### src/rtl/ccu_consts.vh
// Shared constants of the code conversion unit.
// How it works
// RULE1: Each hex digit becomes one ASCII character code.
// RULE2: Program stacks count, accumulator holds source start.
// RULE3: Digits 0-9 map 30h-39h, A-F 41h-46h.
// RULE4: Segment converts four accumulator digits to patterns.
// RULE5: Pattern byte: bits 0-6 segments a-g.
// RULE6: Gray converts to BCD and clears upper bits.
// RULE7: 512 and 1024 count encoders need no correction.
// RULE8: Program corrects 360 and 720 count encoders.
// RULE9: Shuffle reorders eight stack digits into accumulator.
// RULE10: Order digit position matches source digit position.
// RULE11: Order digit k places source at position k.
// RULE12: Order digit 0 or 9-F contributes zero.
// RULE13: Most significant duplicate order digit wins.
// RULE14: Accumulator is 32 bits, all usable.
`ifndef CCU_CONSTS_VH
`define CCU_CONSTS_VH

// ----------------------------------------------------------------------
// Operation codes
// ----------------------------------------------------------------------
`define CCU_OP_HEX_TO_ASCII 2'h0
`define CCU_OP_SEGMENT 2'h1
`define CCU_OP_GRAY 2'h2
`define CCU_OP_DIGIT_REORDER 2'h3

// ----------------------------------------------------------------------
// Widths, fields and reset values
// ----------------------------------------------------------------------
`define CCU_ACC_W 32
`define CCU_ACC_RESET 32'h0000_0000
`define CCU_WORD_RESET 16'h0000
`define CCU_GRAY_BIN_W 10
`define CCU_GRAY_BCD_W 16
`define CCU_ASCII_NUM_BASE 8'h30
`define CCU_ASCII_ALPHA_BASE 8'h37
`define CCU_DIGIT_TEN 4'hA
`define CCU_ORDER_MIN 4'h1
`define CCU_ORDER_MAX 4'h8

`endif

### src/rtl/ccu_seg_rom.v
// Seven-segment pattern lookup for one hex digit.
`timescale 1ns/1ns
`default_nettype none

module ccu_seg_rom (
   input wire [3:0] digit_in,
   output reg [6:0] pattern_out
);

   // Bit 0 drives segment a up to bit 6 for segment g; high means lit.
   always @* begin
      case (digit_in)
         4'h0: pattern_out = 7'h3F;
         4'h1: pattern_out = 7'h06;
         4'h2: pattern_out = 7'h5B;
         4'h3: pattern_out = 7'h4F;
         4'h4: pattern_out = 7'h66;
         4'h5: pattern_out = 7'h6D;
         4'h6: pattern_out = 7'h7D;
         4'h7: pattern_out = 7'h07;
         4'h8: pattern_out = 7'h7F;
         4'h9: pattern_out = 7'h6F;
         4'hA: pattern_out = 7'h77;
         4'hB: pattern_out = 7'h7C;
         4'hC: pattern_out = 7'h39;
         4'hD: pattern_out = 7'h5E;
         4'hE: pattern_out = 7'h79;
         default: pattern_out = 7'h71;
      endcase
   end

endmodule

`default_nettype wire

### src/rtl/ccu_top.v
// Conversion datapath: hex to ASCII, segment, Gray to BCD, digit reorder.
`timescale 1ns/1ns
`default_nettype none
`include "ccu_consts.vh"

module ccu_top #(
   parameter ADDR_W = 16
) (
   input wire SYS_CLK_IN,
   input wire SRST_IN,
   input wire CE_IN,
   input wire START_IN,
   input wire [1:0] OP_IN,
   input wire [31:0] ACC_IN,
   input wire [31:0] STACK1_IN,
   input wire [ADDR_W-1:0] DEST_IN,
   input wire [15:0] MEM_RDATA_IN,
   output reg [31:0] ACC_OUT,
   output reg DONE_OUT,
   output reg BUSY_OUT,
   output reg MEM_RD_OUT,
   output reg MEM_WR_OUT,
   output reg [ADDR_W-1:0] MEM_ADDR_OUT,
   output reg [15:0] MEM_WDATA_OUT
);

   // ----------------------------------------------------------------------
   // States of the table sequencer
   // ----------------------------------------------------------------------
   localparam ST_IDLE = 3'h0;
   localparam ST_WAIT = 3'h1;
   localparam ST_CAP = 3'h2;
   localparam ST_WR2 = 3'h3;
   localparam ST_NEXT = 3'h4;

   reg [2:0] state;
   reg [15:0] count;
   reg [ADDR_W-1:0] src_addr;
   reg [ADDR_W-1:0] dst_addr;
   reg [7:0] low_digits;

   wire [6:0] seg_pat [0:3];
   reg [31:0] seg_result;
   reg [31:0] gray_result;
   reg [31:0] reorder_result;
   reg [31:0] next_acc;

   // ----------------------------------------------------------------------
   // Helper functions
   // ----------------------------------------------------------------------

   // One hex digit to its ASCII character code.
   function [7:0] to_ascii;
      input [3:0] d;
      begin
         if (d < `CCU_DIGIT_TEN) begin
            to_ascii = `CCU_ASCII_NUM_BASE + {4'h0, d}; // RULE3
         end else begin
            to_ascii = `CCU_ASCII_ALPHA_BASE + {4'h0, d}; // RULE3
         end
      end
   endfunction

   // Double dabble of a ten-bit count into four BCD digits.
   function [15:0] to_bcd;
      input [9:0] bin;
      integer i;
      reg [25:0] sh;
      begin
         sh = {16'h0000, bin};
         for (i = 0; i < 10; i = i + 1) begin
            if (sh[13:10] > 4'h4) begin
               sh[13:10] = sh[13:10] + 4'h3;
            end
            if (sh[17:14] > 4'h4) begin
               sh[17:14] = sh[17:14] + 4'h3;
            end
            if (sh[21:18] > 4'h4) begin
               sh[21:18] = sh[21:18] + 4'h3;
            end
            if (sh[25:22] > 4'h4) begin
               sh[25:22] = sh[25:22] + 4'h3;
            end
            sh = {sh[24:0], 1'b0};
         end
         to_bcd = sh[25:10];
      end
   endfunction

   // ----------------------------------------------------------------------
   // Segment conversion
   // ----------------------------------------------------------------------

   // Four lookups, one per accumulator digit of the low half.
   genvar g;
   generate
      for (g = 0; g < 4; g = g + 1) begin : seg_digit
         ccu_seg_rom u_rom (
            .digit_in(ACC_IN[4*g+3:4*g]),
            .pattern_out(seg_pat[g])
         );
      end
   endgenerate

   // Each pattern takes one byte with its top bit clear.
   always @* begin
      seg_result = {1'b0, seg_pat[3], 1'b0, seg_pat[2],
                    1'b0, seg_pat[1], 1'b0, seg_pat[0]}; // RULE4 RULE5
   end

   // ----------------------------------------------------------------------
   // Gray code conversion
   // ----------------------------------------------------------------------

   // A plain reflected Gray decode gives the true count for 512 and 1024
   // step encoders; other resolutions are corrected by the program.
   always @* begin : gray_blk
      integer i;
      reg [15:0] bin;
      bin = 16'h0000;
      bin[15] = ACC_IN[15];
      for (i = 14; i >= 0; i = i - 1) begin
         bin[i] = bin[i+1] ^ ACC_IN[i]; // RULE7
      end
      gray_result = {16'h0000,
                     to_bcd(bin[`CCU_GRAY_BIN_W-1:0])}; // RULE6
   end

   // ----------------------------------------------------------------------
   // Digit reorder
   // ----------------------------------------------------------------------

   // Ascending scan lets a more significant duplicate overwrite a lower
   // one, and positions nobody selects stay zero.
   always @* begin : reorder_blk
      integer i;
      reg [3:0] ord;
      reg [2:0] pos;
      reorder_result = `CCU_ACC_RESET;
      ord = 4'h0;
      pos = 3'h0;
      for (i = 0; i < 8; i = i + 1) begin
         ord = ACC_IN[4*i +: 4]; // RULE10
         pos = ord[2:0] - 3'h1;
         if (ord >= `CCU_ORDER_MIN && ord <= `CCU_ORDER_MAX) begin // RULE12
            reorder_result[4*pos +: 4] = STACK1_IN[4*i +: 4]; // RULE11 RULE13
         end
      end
   end

   // Result chosen by operation for the single-step instructions.
   always @* begin
      if (OP_IN == `CCU_OP_SEGMENT) begin
         next_acc = seg_result;
      end else if (OP_IN == `CCU_OP_GRAY) begin
         next_acc = gray_result;
      end else if (OP_IN == `CCU_OP_DIGIT_REORDER) begin
         next_acc = reorder_result; // RULE9
      end else begin
         next_acc = ACC_IN; // RULE14
      end
   end

   // ----------------------------------------------------------------------
   // Sequencer and output registers
   // ----------------------------------------------------------------------

   // Single-step operations finish one edge after START_IN. The table
   // operation reads a word, then writes two words; memory returns read
   // data in the cycle after MEM_RD_OUT was high. Starts while busy are
   // ignored, since the operands are no longer stable.
   always @(posedge SYS_CLK_IN) begin
      if (SRST_IN) begin
         state <= ST_IDLE;
         count <= `CCU_WORD_RESET;
         src_addr <= {ADDR_W{1'b0}};
         dst_addr <= {ADDR_W{1'b0}};
         low_digits <= 8'h00;
         ACC_OUT <= `CCU_ACC_RESET;
         DONE_OUT <= 1'b0;
         BUSY_OUT <= 1'b0;
         MEM_RD_OUT <= 1'b0;
         MEM_WR_OUT <= 1'b0;
         MEM_ADDR_OUT <= {ADDR_W{1'b0}};
         MEM_WDATA_OUT <= `CCU_WORD_RESET;
      end else if (CE_IN) begin
         DONE_OUT <= 1'b0;
         case (state)
            ST_IDLE: begin
               if (START_IN) begin
                  ACC_OUT <= next_acc;
                  if (OP_IN == `CCU_OP_HEX_TO_ASCII) begin
                     // Count comes from the stack, source from the
                     // accumulator, destination from the operand.
                     count <= STACK1_IN[15:0]; // RULE2
                     src_addr <= ACC_IN[ADDR_W-1:0] +
                        {{(ADDR_W-1){1'b0}}, 1'b1};
                     dst_addr <= DEST_IN;
                     MEM_ADDR_OUT <= ACC_IN[ADDR_W-1:0];
                     if (STACK1_IN[15:0] == 16'h0000) begin
                        DONE_OUT <= 1'b1;
                     end else begin
                        MEM_RD_OUT <= 1'b1;
                        BUSY_OUT <= 1'b1;
                        state <= ST_WAIT;
                     end
                  end else begin
                     DONE_OUT <= 1'b1;
                  end
               end
            end
            ST_WAIT: begin
               MEM_RD_OUT <= 1'b0;
               state <= ST_CAP;
            end
            ST_CAP: begin
               // Upper two digits go to the first destination word.
               MEM_WR_OUT <= 1'b1;
               MEM_ADDR_OUT <= dst_addr;
               MEM_WDATA_OUT <= {to_ascii(MEM_RDATA_IN[15:12]),
                                 to_ascii(MEM_RDATA_IN[11:8])}; // RULE1
               low_digits <= MEM_RDATA_IN[7:0];
               state <= ST_WR2;
            end
            ST_WR2: begin
               MEM_ADDR_OUT <= dst_addr + {{(ADDR_W-1){1'b0}}, 1'b1};
               MEM_WDATA_OUT <= {to_ascii(low_digits[7:4]),
                                 to_ascii(low_digits[3:0])}; // RULE1
               dst_addr <= dst_addr + {{(ADDR_W-2){1'b0}}, 2'h2};
               count <= count - 16'h0001;
               state <= ST_NEXT;
            end
            ST_NEXT: begin
               MEM_WR_OUT <= 1'b0;
               if (count == 16'h0000) begin
                  BUSY_OUT <= 1'b0;
                  DONE_OUT <= 1'b1;
                  state <= ST_IDLE;
               end else begin
                  MEM_RD_OUT <= 1'b1;
                  MEM_ADDR_OUT <= src_addr;
                  src_addr <= src_addr + {{(ADDR_W-1){1'b0}}, 1'b1};
                  state <= ST_WAIT;
               end
            end
            default: begin
               state <= ST_IDLE;
               BUSY_OUT <= 1'b0;
               MEM_RD_OUT <= 1'b0;
               MEM_WR_OUT <= 1'b0;
            end
         endcase
      end
   end

endmodule

`default_nettype wire

### config.mk
export PLATFORM = sky130hd
export DESIGN_NAME = ccu_top
export DESIGN_NICKNAME = d
export VERILOG_FILES = /design/src/rtl/ccu_seg_rom.v /design/src/rtl/ccu_top.v
export VERILOG_INCLUDE_DIRS = /design/src /design/src/rtl
export SDC_FILE = /design/constraint.sdc
export NUM_CORES = 1
export LEC_CHECK = 0
export ABC_AREA = 1
export BUFFER_PORTS_ARGS = -buffer_cell sky130_fd_sc_hd__buf_4
export CAP_MARGIN = 0
export CORE_AREA = 2 2 145 204
export DETAILED_ROUTE_END_ITERATION = 12
export DIE_AREA = 0 0 147 206
export PLACE_DENSITY = 0.74
export SLEW_MARGIN = 5
export SYNTH_ARGS = -nofsm -noshare
export SYNTH_HDL_FRONTEND = slang
export SYNTH_SLANG_ARGS = --single-unit
### constraint.sdc
create_clock -name SYS_CLK_IN -period 7.2 [get_ports SYS_CLK_IN]
set_input_delay 0.36 -clock SYS_CLK_IN [delete_from_list [all_inputs] [get_ports SYS_CLK_IN]]
set_output_delay 0.36 -clock SYS_CLK_IN [all_outputs]
set_load 0.1 [all_outputs]
==> results of run 1 <==
==> Yosys cell counts (3+ instances only) <==
cell type    n
a311oi_1     3
a22oi_1      4
nor4_1      12
buf_4        5
nor3_1      62
nand2_2     27
o21bai_1     9
ha_1        88
nand2_1    435
o21ai_1      8
xnor2_1      9
a221oi_1    23
inv_2       17
o2111ai_1   10
nor2_2       3
nand3_4      5
nand3_1    135
o22ai_1     12
o21ai_0    230
clkinv_1     6
o31ai_1     11
clkbuf_1    64
nand3b_1     4
nand4_1     29
nor2_1     222
a211oi_1    19
o311ai_0     6
o221ai_1    23
a31oi_1     42
nand3_2      8
xor2_1      16
nand2_4     20
a21oi_1    212
or2_2        6
o211ai_1    54
dfxtp_1    125
inv_1      312
o211a_1      3
==> area by class of cell <==
| class | instances | area share |
|---|---|---|
| well taps | 380 | 0.02935 |
| inverters | 337 | 0.07838 |
| clock inverters | 12 | 0.008572 |
| multi-input cells | 1785 | 0.6171 |
| flip-flops and latches | 125 | 0.1545 |
| clock buffers | 19 | 0.02734 |
| repair buffers | 183 | 0.08479 |
==> state kept, by name, indices dropped and copies added, names as in the netlist <==
register / flops
MEM_RD_OUT: 1
dst_addr: 16
ACC_OUT: 32
MEM_WR_OUT: 1
src_addr: 16
state: 3
MEM_ADDR_OUT: 16
DONE_OUT: 1
MEM_WDATA_OUT: 14
count: 16
BUSY_OUT: 1
low_digits: 8
==> layer usage <==
metal / GRT usage / vias up / routed length (µm)
li1: - / 8207 / -
met1: 0.4247 / 7746 / 21820
met2: 0.6751 / 768 / 28450
met3: 0.03709 / 155 / 3770
met4: 0.2205 / 0 / 3599
met5: 0 / - / 0
==> power by group <==
| group | switching (mW) | internal, mW |
|---|---|---|
| sequential | 0.0383 | 0.740 |
| combinational | 2.00 | 0.947 |
| clock | 0.349 | 0.519 |
| total | 2.38 | 2.21 |
==> stage by stage <==
stage	instances	setup WS (ns)	utilization	hold WS (ns)
finish	2841	1.022	0.5645	0.1972
global route	2841	0.5293	0.5645	0.2083
CTS	2841	1.104	0.5645	0.1885
detailed placement	2810	0.6939	0.5442	0.4490
global placement	2810	0.9810	0.5442	0.4392
floorplan	2324	1.229	-	0.4300
==> critical path, delay by kind of cell <==
kind,cells,cell delay [ns]
simple gates,27,2.86
xor+xnor,1,0.25
buf+inv,10,0.99
compound gates,3,0.48
fa+ha+maj,7,1.61
==> logic make-up after synthesis <==
kind of cell / Yosys count
fa+ha+maj: 88
flops: 125
compound gates: 685
other cells: 1
xor+xnor: 28
buf+inv: 414
simple gates: 980
mux: 2
==> worst max-delay path by stage <==
stage | startpoint | to | slack [ns]
floorplan | ACC_IN[15] | ACC_OUT[4] | 1.23
global placement | ACC_IN[14] | ACC_OUT[1] | 0.98
detailed placement | ACC_IN[14] | ACC_OUT[4] | 0.69
CTS | ACC_IN[14] | ACC_OUT[4] | 1.10
global route | ACC_IN[14] | ACC_OUT[2] | 0.53
finish | ACC_IN[14] | ACC_OUT[4] | 1.02
==> key figures, run 1 <==
Timing
  – Final Hold Viols: 0
  – Max-slew violations: 0
  – Period minus WS final: 6.178 ns
  – Period utilisation layout: 0.8581
  – Tightest Pin Transition: 1.022 ns
  – RSZ-0062 raised after global routing: false
  – Max_slew headroom: 0.3134
  – Fmax: 161.9 MHz
  – Final setup violation count: 0
  – Setup Skew: 0.01066 ns
  – Total Neg Setup Slack: 0 ns

Clock tree
  – Cells resized by post-CTS repair: 0
  – Post-CTS setup buffers: 0
  – Clk pin slew, worst setup/hold paths: 0.06 ns
  – Cts hold-fix bufs: 0
  – Max Root-Sink Buffers: 2
  – Htree depth: 4
  – CTS sink count: 125
  – Root Buffer: clkbuf_16
  – CTS tree: yes
  – Clock latency on the worst-skew pair: 0.43 ns
  – TritonCTS buffer count: 17

Setup path
  – R2R setup slack: 3.66 ns
  – Critical R2R Launch: state[0]
  – Worst R2R Path Depth: 17
  – Setup CP Type: primary input to register
  – Top cell by count, worst path: nand2_1
  – CP required: 7.56 ns
  – Slowest stage delay, CP: 0.29 ns
  – Type of element capturing the critical path: register
  – Startpoint types: primary input
  – Slowest-stage cell, CP: ha_1
  – Critical Path AT: 6.54 ns
  – Crit-path max FO: 12
  – R2r endpoint: src_addr[14]

Final layout
  – Most frequent cells in the layout: nand2_1 (435), inv_1 (311), o21ai_0 (230)
  – # fillers: 2,941
  – Area grow syn2layout: 14.99%
  – Most common cell after layout, fill and taps aside: nand2_1
  – Ratio of cells with drive above 1 in the final layout: 0.1304
  – Antenna diodes: 0
  – Multi-input gate area: 9998 µm²
  – Register area: 2502 µm²
  – Finished Cell Area: 16,200 µm²
  – NumNets Final: 2,639

Route
  – Vias: 16,876
  – Initial drt markers: 1,483
  – Total wire length: 57,640 µm
  – Detail Route Antenna Nets: 0
  – Via density: 5.940
  – Routed len/inst: 20.29 µm
  – Pre-Repair DR Iteration Count: 6
  – DRC: 0

Min path
  – Hold wc startpoint: DEST_IN[1]
  – HP Class: primary input to register
  – WHS Endpoint: dst_addr[1]
  – Hold path cells: 3

Global route
  – Pin count of the biggest net entering global routing: 67
  – First-pass GRT wire length: 88,280 µm
  – Initial antenna violation count: 0
  – Grt total ovfl: 0
  – Vias in the first global route: 16,014
  – GRT Total Usage: 0.3727

Pwr
  – Maximum VDD drop: 0.0007795 V
  – Pwr Total: 4.590 mW
  – P_leak: 7.286 nW
  – Power Dens Cells: 283.3 nW/µm²

Synthesis
  – Warnings from Yosys: 0
  – XOR/XNOR Fraction of Synth Area: 0.02060
  – Synth Instances: 2,323
  – Ys async rst share: 0
  – Largest family of logic cells by synthesized area: simple AND/OR/NAND/NOR gates
  – Post-Synth Adder-Cell Area: 0.07815
  – Synth Area in Compound Gates: 0.2888
  – Post-synthesis simple-gate area fraction: 0.3189
  – Synth top area share: 0.1776
  – Post-synthesis average cell area: 6.065 µm²
  – Synth top area cells: dfxtp_1 (18%), nand2_1 (12%), inv_1 (8.3%)
  – Register area share after synthesis: 0.1776
  – Mux share of post-synthesis cell area: 0.001421
  – Largest area contributor in the synthesized netlist: dfxtp_1
  – Register bit total from synthesis: 125
  – Cell area after synthesis: 14,090 µm²
  – Number of synthesized flops with an enable pin: 0
  – Primary FF master, synth: dfxtp_1
  – Library cells used by synthesis: 69

Die
  – Row Count: 74
  – Initial Utilization: 0.4909
  – Core area: 28,700 µm²
  – Die height: 206 µm
  – Die Area: 30,280 µm²
  – Die W: 147 µm
  – Num ports: 170

Outcome
  – Status: finished, final reports clean

Job
  – Max_cap viols: 0

Placed design
  – Post-placement cell area: 15,620 µm²
  – GPL Wtd Cong: 1.043
  – Hpwl dp: 46,260 µm
  – Port Buffers: 167
(Power assumes the default switching activity.)
==> run 2: changes to the inputs <==
--- a/config.mk
+++ b/config.mk
@@ -12,7 +12,7 @@
 export CORE_AREA = 2 2 145 204
 export DETAILED_ROUTE_END_ITERATION = 12
 export DIE_AREA = 0 0 147 206
-export PLACE_DENSITY = 0.74
+export PLACE_DENSITY_LB_ADDON = 0.08
 export SLEW_MARGIN = 5
 export SYNTH_ARGS = -nofsm -noshare
 export SYNTH_HDL_FRONTEND = slang
==> run 2 against run 1 <==
Net effect:
- power is 1.7% higher
- critical path depth stayed put
- global-route usage is 0.36 points higher
- critical path type unchanged
- largest power group unchanged
- fmax is 0.73% higher
- critical endpoint unchanged
==> key figures, run 2 (same netlist as run 1, synthesis figures left out) <==
Timing
  – Final Hold Viols: 0
  – Final setup violation count: 0
  – Max-slew violations: 0
  – Period minus WS final: 6.133 ns
  – RSZ-0062 raised after global routing: false
  – Setup Skew: 0.01393 ns
  – Total Neg Setup Slack: 0 ns
  – Period utilisation layout: 0.8518
  – Max_slew headroom: 0.3560
  – Tightest Pin Transition: 0.9649 ns
  – Fmax: 163.0 MHz

Die
  – Num ports: 170
  – Initial Utilization: 0.4909
  – Die Area: 30,280 µm²
  – Die height: 206 µm
  – Die W: 147 µm
  – Core area: 28,700 µm²
  – Row Count: 74

Clock tree
  – CTS sink count: 125
  – Root Buffer: clkbuf_16
  – CTS tree: yes
  – Max Root-Sink Buffers: 2
  – Clk pin slew, worst setup/hold paths: 0.06 ns
  – Post-CTS setup buffers: 0
  – Cells resized by post-CTS repair: 0
  – Clock latency on the worst-skew pair: 0.45 ns
  – Cts hold-fix bufs: 0
  – Htree depth: 4
  – TritonCTS buffer count: 17

Global route
  – Vias in the first global route: 16,147
  – First-pass GRT wire length: 88,480 µm
  – Grt total ovfl: 0
  – Pin count of the biggest net entering global routing: 71
  – GRT Total Usage: 0.3763
  – Initial antenna violation count: 0

Final layout
  – Max FFs per register: 32
  – NumNets Final: 2,638
  – Most common cell after layout, fill and taps aside: nand2_1
  – Antenna diodes: 0
  – Most frequent cells in the layout: nand2_1 (435), inv_1 (311), o21ai_0 (230)
  – Area grow syn2layout: 15.12%
  – Register name with the most flops: ACC_OUT
  – Finished Cell Area: 16,220 µm²
  – Ratio of cells with drive above 1 in the final layout: 0.1304
  – Finished Core Util: 0.5651

Job
  – Max_cap viols: 0

Route
  – Via density: 6.094
  – Total wire length: 58,500 µm
  – Routed len/inst: 20.59 µm
  – Vias: 17,313
  – Pre-Repair DR Iteration Count: 7
  – Initial drt markers: 1,495
  – Detail Route Antenna Nets: 0
  – DRC: 0

Setup path
  – Top cell by count, worst path: nand2_1
  – Critical Path AT: 6.50 ns
  – Crit-path max FO: 12
  – Slowest-stage cell, CP: ha_1
  – Type of element capturing the critical path: register
  – CP required: 7.57 ns
  – Startpoint types: primary input
  – Setup CP Type: primary input to register
  – Slowest stage delay, CP: 0.29 ns

Pwr
  – Pwr Total: 4.667 mW
  – Maximum VDD drop: 0.0002825 V
  – P_leak: 7.296 nW
  – Power Dens Cells: 287.7 nW/µm²

Placed design
  – Post-placement cell area: 15,610 µm²
  – Port Buffers: 167
  – GPL Wtd Cong: 1.028
  – Hpwl dp: 46,490 µm

Min path
  – HP Class: primary input to register

Outcome
  – Status: finished, final reports clean
-- run 2: cell count changes in the layout (fill, tap and decap cells not counted) --
cell       change
inv_6          -1
buf_4          -1
clkinv_2       +1
bufinv_16      +1
-- run 2: critical path, delay by kind of cell --
family / cells / cell delay (ns)
buffers and inverters: 10 / 0.98
AND/OR/NAND/NOR: 27 / 2.85
XOR/XNOR: 1 / 0.24
adder cells (fa/ha/maj): 7 / 1.63
AO/OA/AOI/OAI: 3 / 0.46
-- run 2: final cells by class --
type	instances	area (µm²)
multi-input combinational	1785	9998
timing repair buffer	182	1366
sequential	125	2502
fill	2863	12480
tap	380	475.5
inverter	337	1270
clock buffer	19	442.9
clock inverter	13	165.2
-- run 2: per-layer routing --
layer | up-vias | wire length, µm | GRT usage
li1 | 8220 | - | -
met1 | 7882 | 21350 | 0.4220
met2 | 976 | 27790 | 0.6507
met3 | 235 | 4658 | 0.05651
met4 | 0 | 4708 | 0.2734
met5 | - | 0 | 0
-- run 2: per-stage QoR --
step / instances / hold WS (ns) / setup WS (ns)
after floorplan: 2324 / 0.4300 / 1.229
after global placement: 2809 / 0.4405 / 0.9618
after detailed placement: 2809 / 0.4460 / 0.7177
after CTS: 2841 / 0.1814 / 1.143
after global routing: 2841 / 0.2127 / 0.5467
final: 2841 / 0.1847 / 1.067
-- run 2: power breakdown --
| group | leakage [nW] | switching, mW | internal, mW | total (mW) |
|---|---|---|---|---|
| Clock | 0.286 | 0.356 | 0.554 | 0.910 |
| Combinational | 5.99 | 2.03 | 0.954 | 2.98 |
| Sequential | 1.02 | 0.0382 | 0.739 | 0.778 |
-- run 2: worst paths after layout --
| check | from | to | slack [ns] | cells past startpoint |
|---|---|---|---|---|
| worst max-delay path | ACC_IN[14] | ACC_OUT[4] | 1.07 | 48 |
| worst min-delay path | DEST_IN[1] | dst_addr[1] | 0.18 | 3 |
| worst max register to register | count[0] | src_addr[11] | 3.71 | 18 |
| worst min register to register | MEM_ADDR_OUT[13] | MEM_ADDR_OUT[13] | 0.46 | 2 |
==> run 3: changes to the inputs <==
==> constraint.sdc (replaced) <==
create_clock -name SYS_CLK_IN -period 5.3 [get_ports SYS_CLK_IN]
set_input_delay 0.265 -clock SYS_CLK_IN [delete_from_list [all_inputs] [get_ports SYS_CLK_IN]]
set_output_delay 0.265 -clock SYS_CLK_IN [all_outputs]
set_load 0.1 [all_outputs]
==> run 3 against run 2 <==
Net effect:
- via count increased by 1.2%
- critical path depth increased by 3
- combinational power increased by 63%
- global-route usage increased by 0.27 points
- count of clock-buffer cells in the layout increased by 3
- hold slack got worse by 0.12 ns
==> key figures, run 3 (same netlist as run 1, synthesis figures left out) <==
Outcome
  – Status: finished, final reports clean

Final layout
  – Most frequent cells in the layout: nand2_1 (426), inv_1 (304), buf_4 (257)
  – Finished Cell Area: 16,980 µm²
  – Max FFs per register: 32
  – Ratio of cells with drive above 1 in the final layout: 0.1703
  – Area grow syn2layout: 20.50%
  – Register name with the most flops: ACC_OUT
  – Most common cell after layout, fill and taps aside: nand2_1
  – Antenna diodes: 0
  – Finished Core Util: 0.5915
  – NumNets Final: 2,713

Route
  – DRC: 0
  – Vias: 17,517
  – Via density: 6.007
  – Detail Route Antenna Nets: 0
  – Pre-Repair DR Iteration Count: 8
  – Routed len/inst: 20.40 µm
  – Total wire length: 59,480 µm
  – Initial drt markers: 1,478

Setup path
  – Worst R2R Path Depth: 18
  – Setup CP Type: primary input to register
  – Critical Path AT: 5.31 ns
  – Top cell by count, worst path: nand2_2
  – R2r endpoint: src_addr[11]
  – Crit-path max FO: 4
  – CP required: 5.60 ns
  – Slowest stage delay, CP: 0.29 ns
  – Critical R2R Launch: count[0]
  – Slowest-stage cell, CP: ha_4
  – R2R setup slack: 1.75 ns
  – Type of element capturing the critical path: register
  – Worst setup endpoint: ACC_OUT[1]
  – Launch point of the worst path: ACC_IN[14]
  – Startpoint types: primary input

Global route
  – Initial antenna violation count: 0
  – Grt total ovfl: 0
  – First-pass GRT wire length: 89,380 µm
  – Vias in the first global route: 16,453
  – Pin count of the biggest net entering global routing: 71
  – GRT Total Usage: 0.3791

Die
  – Initial Utilization: 0.4909
  – Die height: 206 µm
  – Num ports: 170
  – Core area: 28,700 µm²
  – Die Area: 30,280 µm²
  – Die W: 147 µm
  – Row Count: 74

Job
  – Max_cap viols: 0

Pwr
  – Power Dens Cells: 421.9 nW/µm²
  – Maximum VDD drop: 0.001176 V
  – P_leak: 7.685 nW
  – Pwr Total: 7.163 mW

Timing
  – Final Hold Viols: 0
  – Final WS setup: 0.2883 ns
  – Final setup violation count: 0
  – Tightest Pin Transition: 0.9289 ns
  – Fmax: 199.5 MHz
  – Max_slew headroom: 0.3801
  – Worst hold slack: 0.06035 ns
  – Max-slew violations: 0
  – Period utilisation layout: 0.9456
  – Setup Skew: 0.01187 ns
  – Period minus WS final: 5.012 ns

Clock tree
  – CTS sink count: 125
  – Max Root-Sink Buffers: 2
  – TritonCTS buffer count: 17
  – Htree depth: 4
  – Clock latency on the worst-skew pair: 0.46 ns
  – CTS tree: yes
  – Cts hold-fix bufs: 0
  – Root Buffer: clkbuf_16
  – Clk pin slew, worst setup/hold paths: 0.06 ns

Placed design
  – Port Buffers: 167
  – Post-placement cell area: 16,210 µm²
  – Worst slack, placed: -0.2315 ns
  – GPL Wtd Cong: 0.9943
  – Hpwl dp: 47,130 µm

Min path
  – HP Class: primary input to register
==> run 3: cell types whose count changed in the layout (fill, tap and decap cells not counted), moves of 6 or more <==
| cell | change |
|---|---|
| nand2_1 | -9 |
| inv_1 | -7 |
| nor2_4 | +8 |
| nor2_1 | -6 |
| nand2_2 | +7 |
| ha_1 | -7 |
| buf_4 | +75 |
==> run 3: metrics by stage <==
step / cells / setup TNS (ns)
2_1_floorplan: 2324 / 0
3_3_place_gp: 2879 / -0.002215
3_5_place_dp: 2879 / -1.626
4_1_cts: 2911 / 0
5_1_grt: 2916 / -0.1029
6_report: 2916 / 0
==> run 3: critical path, delay by kind of cell <==
family	cells	cell delay [ns]
and+or+nand+nor	28	2.51
adders and majority gates	7	1.46
buffers and inverters	11	0.62
AOI/OAI and AO/OA	4	0.30
xor gates and xnor gates	1	0.15
==> run 3: routing by layer <==
metal | GRT usage | wire length (µm)
met1 | 0.4286 | 21970
met2 | 0.6697 | 28790
met3 | 0.04768 | 4365
met4 | 0.2517 | 4359
met5 | 0 | 0
==> run 3: report_power, final <==
group | total (mW) | switching (mW) | internal, mW
combinational | 4.86 | 2.98 | 1.88
sequential | 1.06 | 0.0527 | 1.00
clock | 1.25 | 0.484 | 0.763
==> run 3: layout make-up <==
| class | count | area [µm²] |
|---|---|---|
| inverters | 337 | 1275 |
| repair buffers | 257 | 1929 |
| multi-input cells | 1785 | 10190 |
| fillers | 2905 | 11720 |
| well taps | 380 | 475.5 |
| clock buffers | 22 | 464.2 |
| clock inverters | 10 | 138.9 |
| flip-flops and latches | 125 | 2502 |
==> run 3: what timing repair did <==
action,CTS,global route
resized for setup,0,38
endpoints found under the setup margin,0,12
buffers inserted,0,5
==> run 3: how the worst min path moves through the flow <==
| stage | endpoint | cells past startpoint | slack, ns | startpoint |
|---|---|---|---|---|
| after floorplan | dst_addr[1] | 2 | 0.41 | DEST_IN[1] |
| after global placement | BUSY_OUT | 2 | 0.44 | BUSY_OUT |
| after detailed placement | BUSY_OUT | 2 | 0.45 | BUSY_OUT |
| after CTS | dst_addr[1] | 3 | 0.06 | DEST_IN[1] |
| after global routing | dst_addr[1] | 3 | 0.09 | DEST_IN[1] |
| final | dst_addr[1] | 3 | 0.06 | DEST_IN[1] |
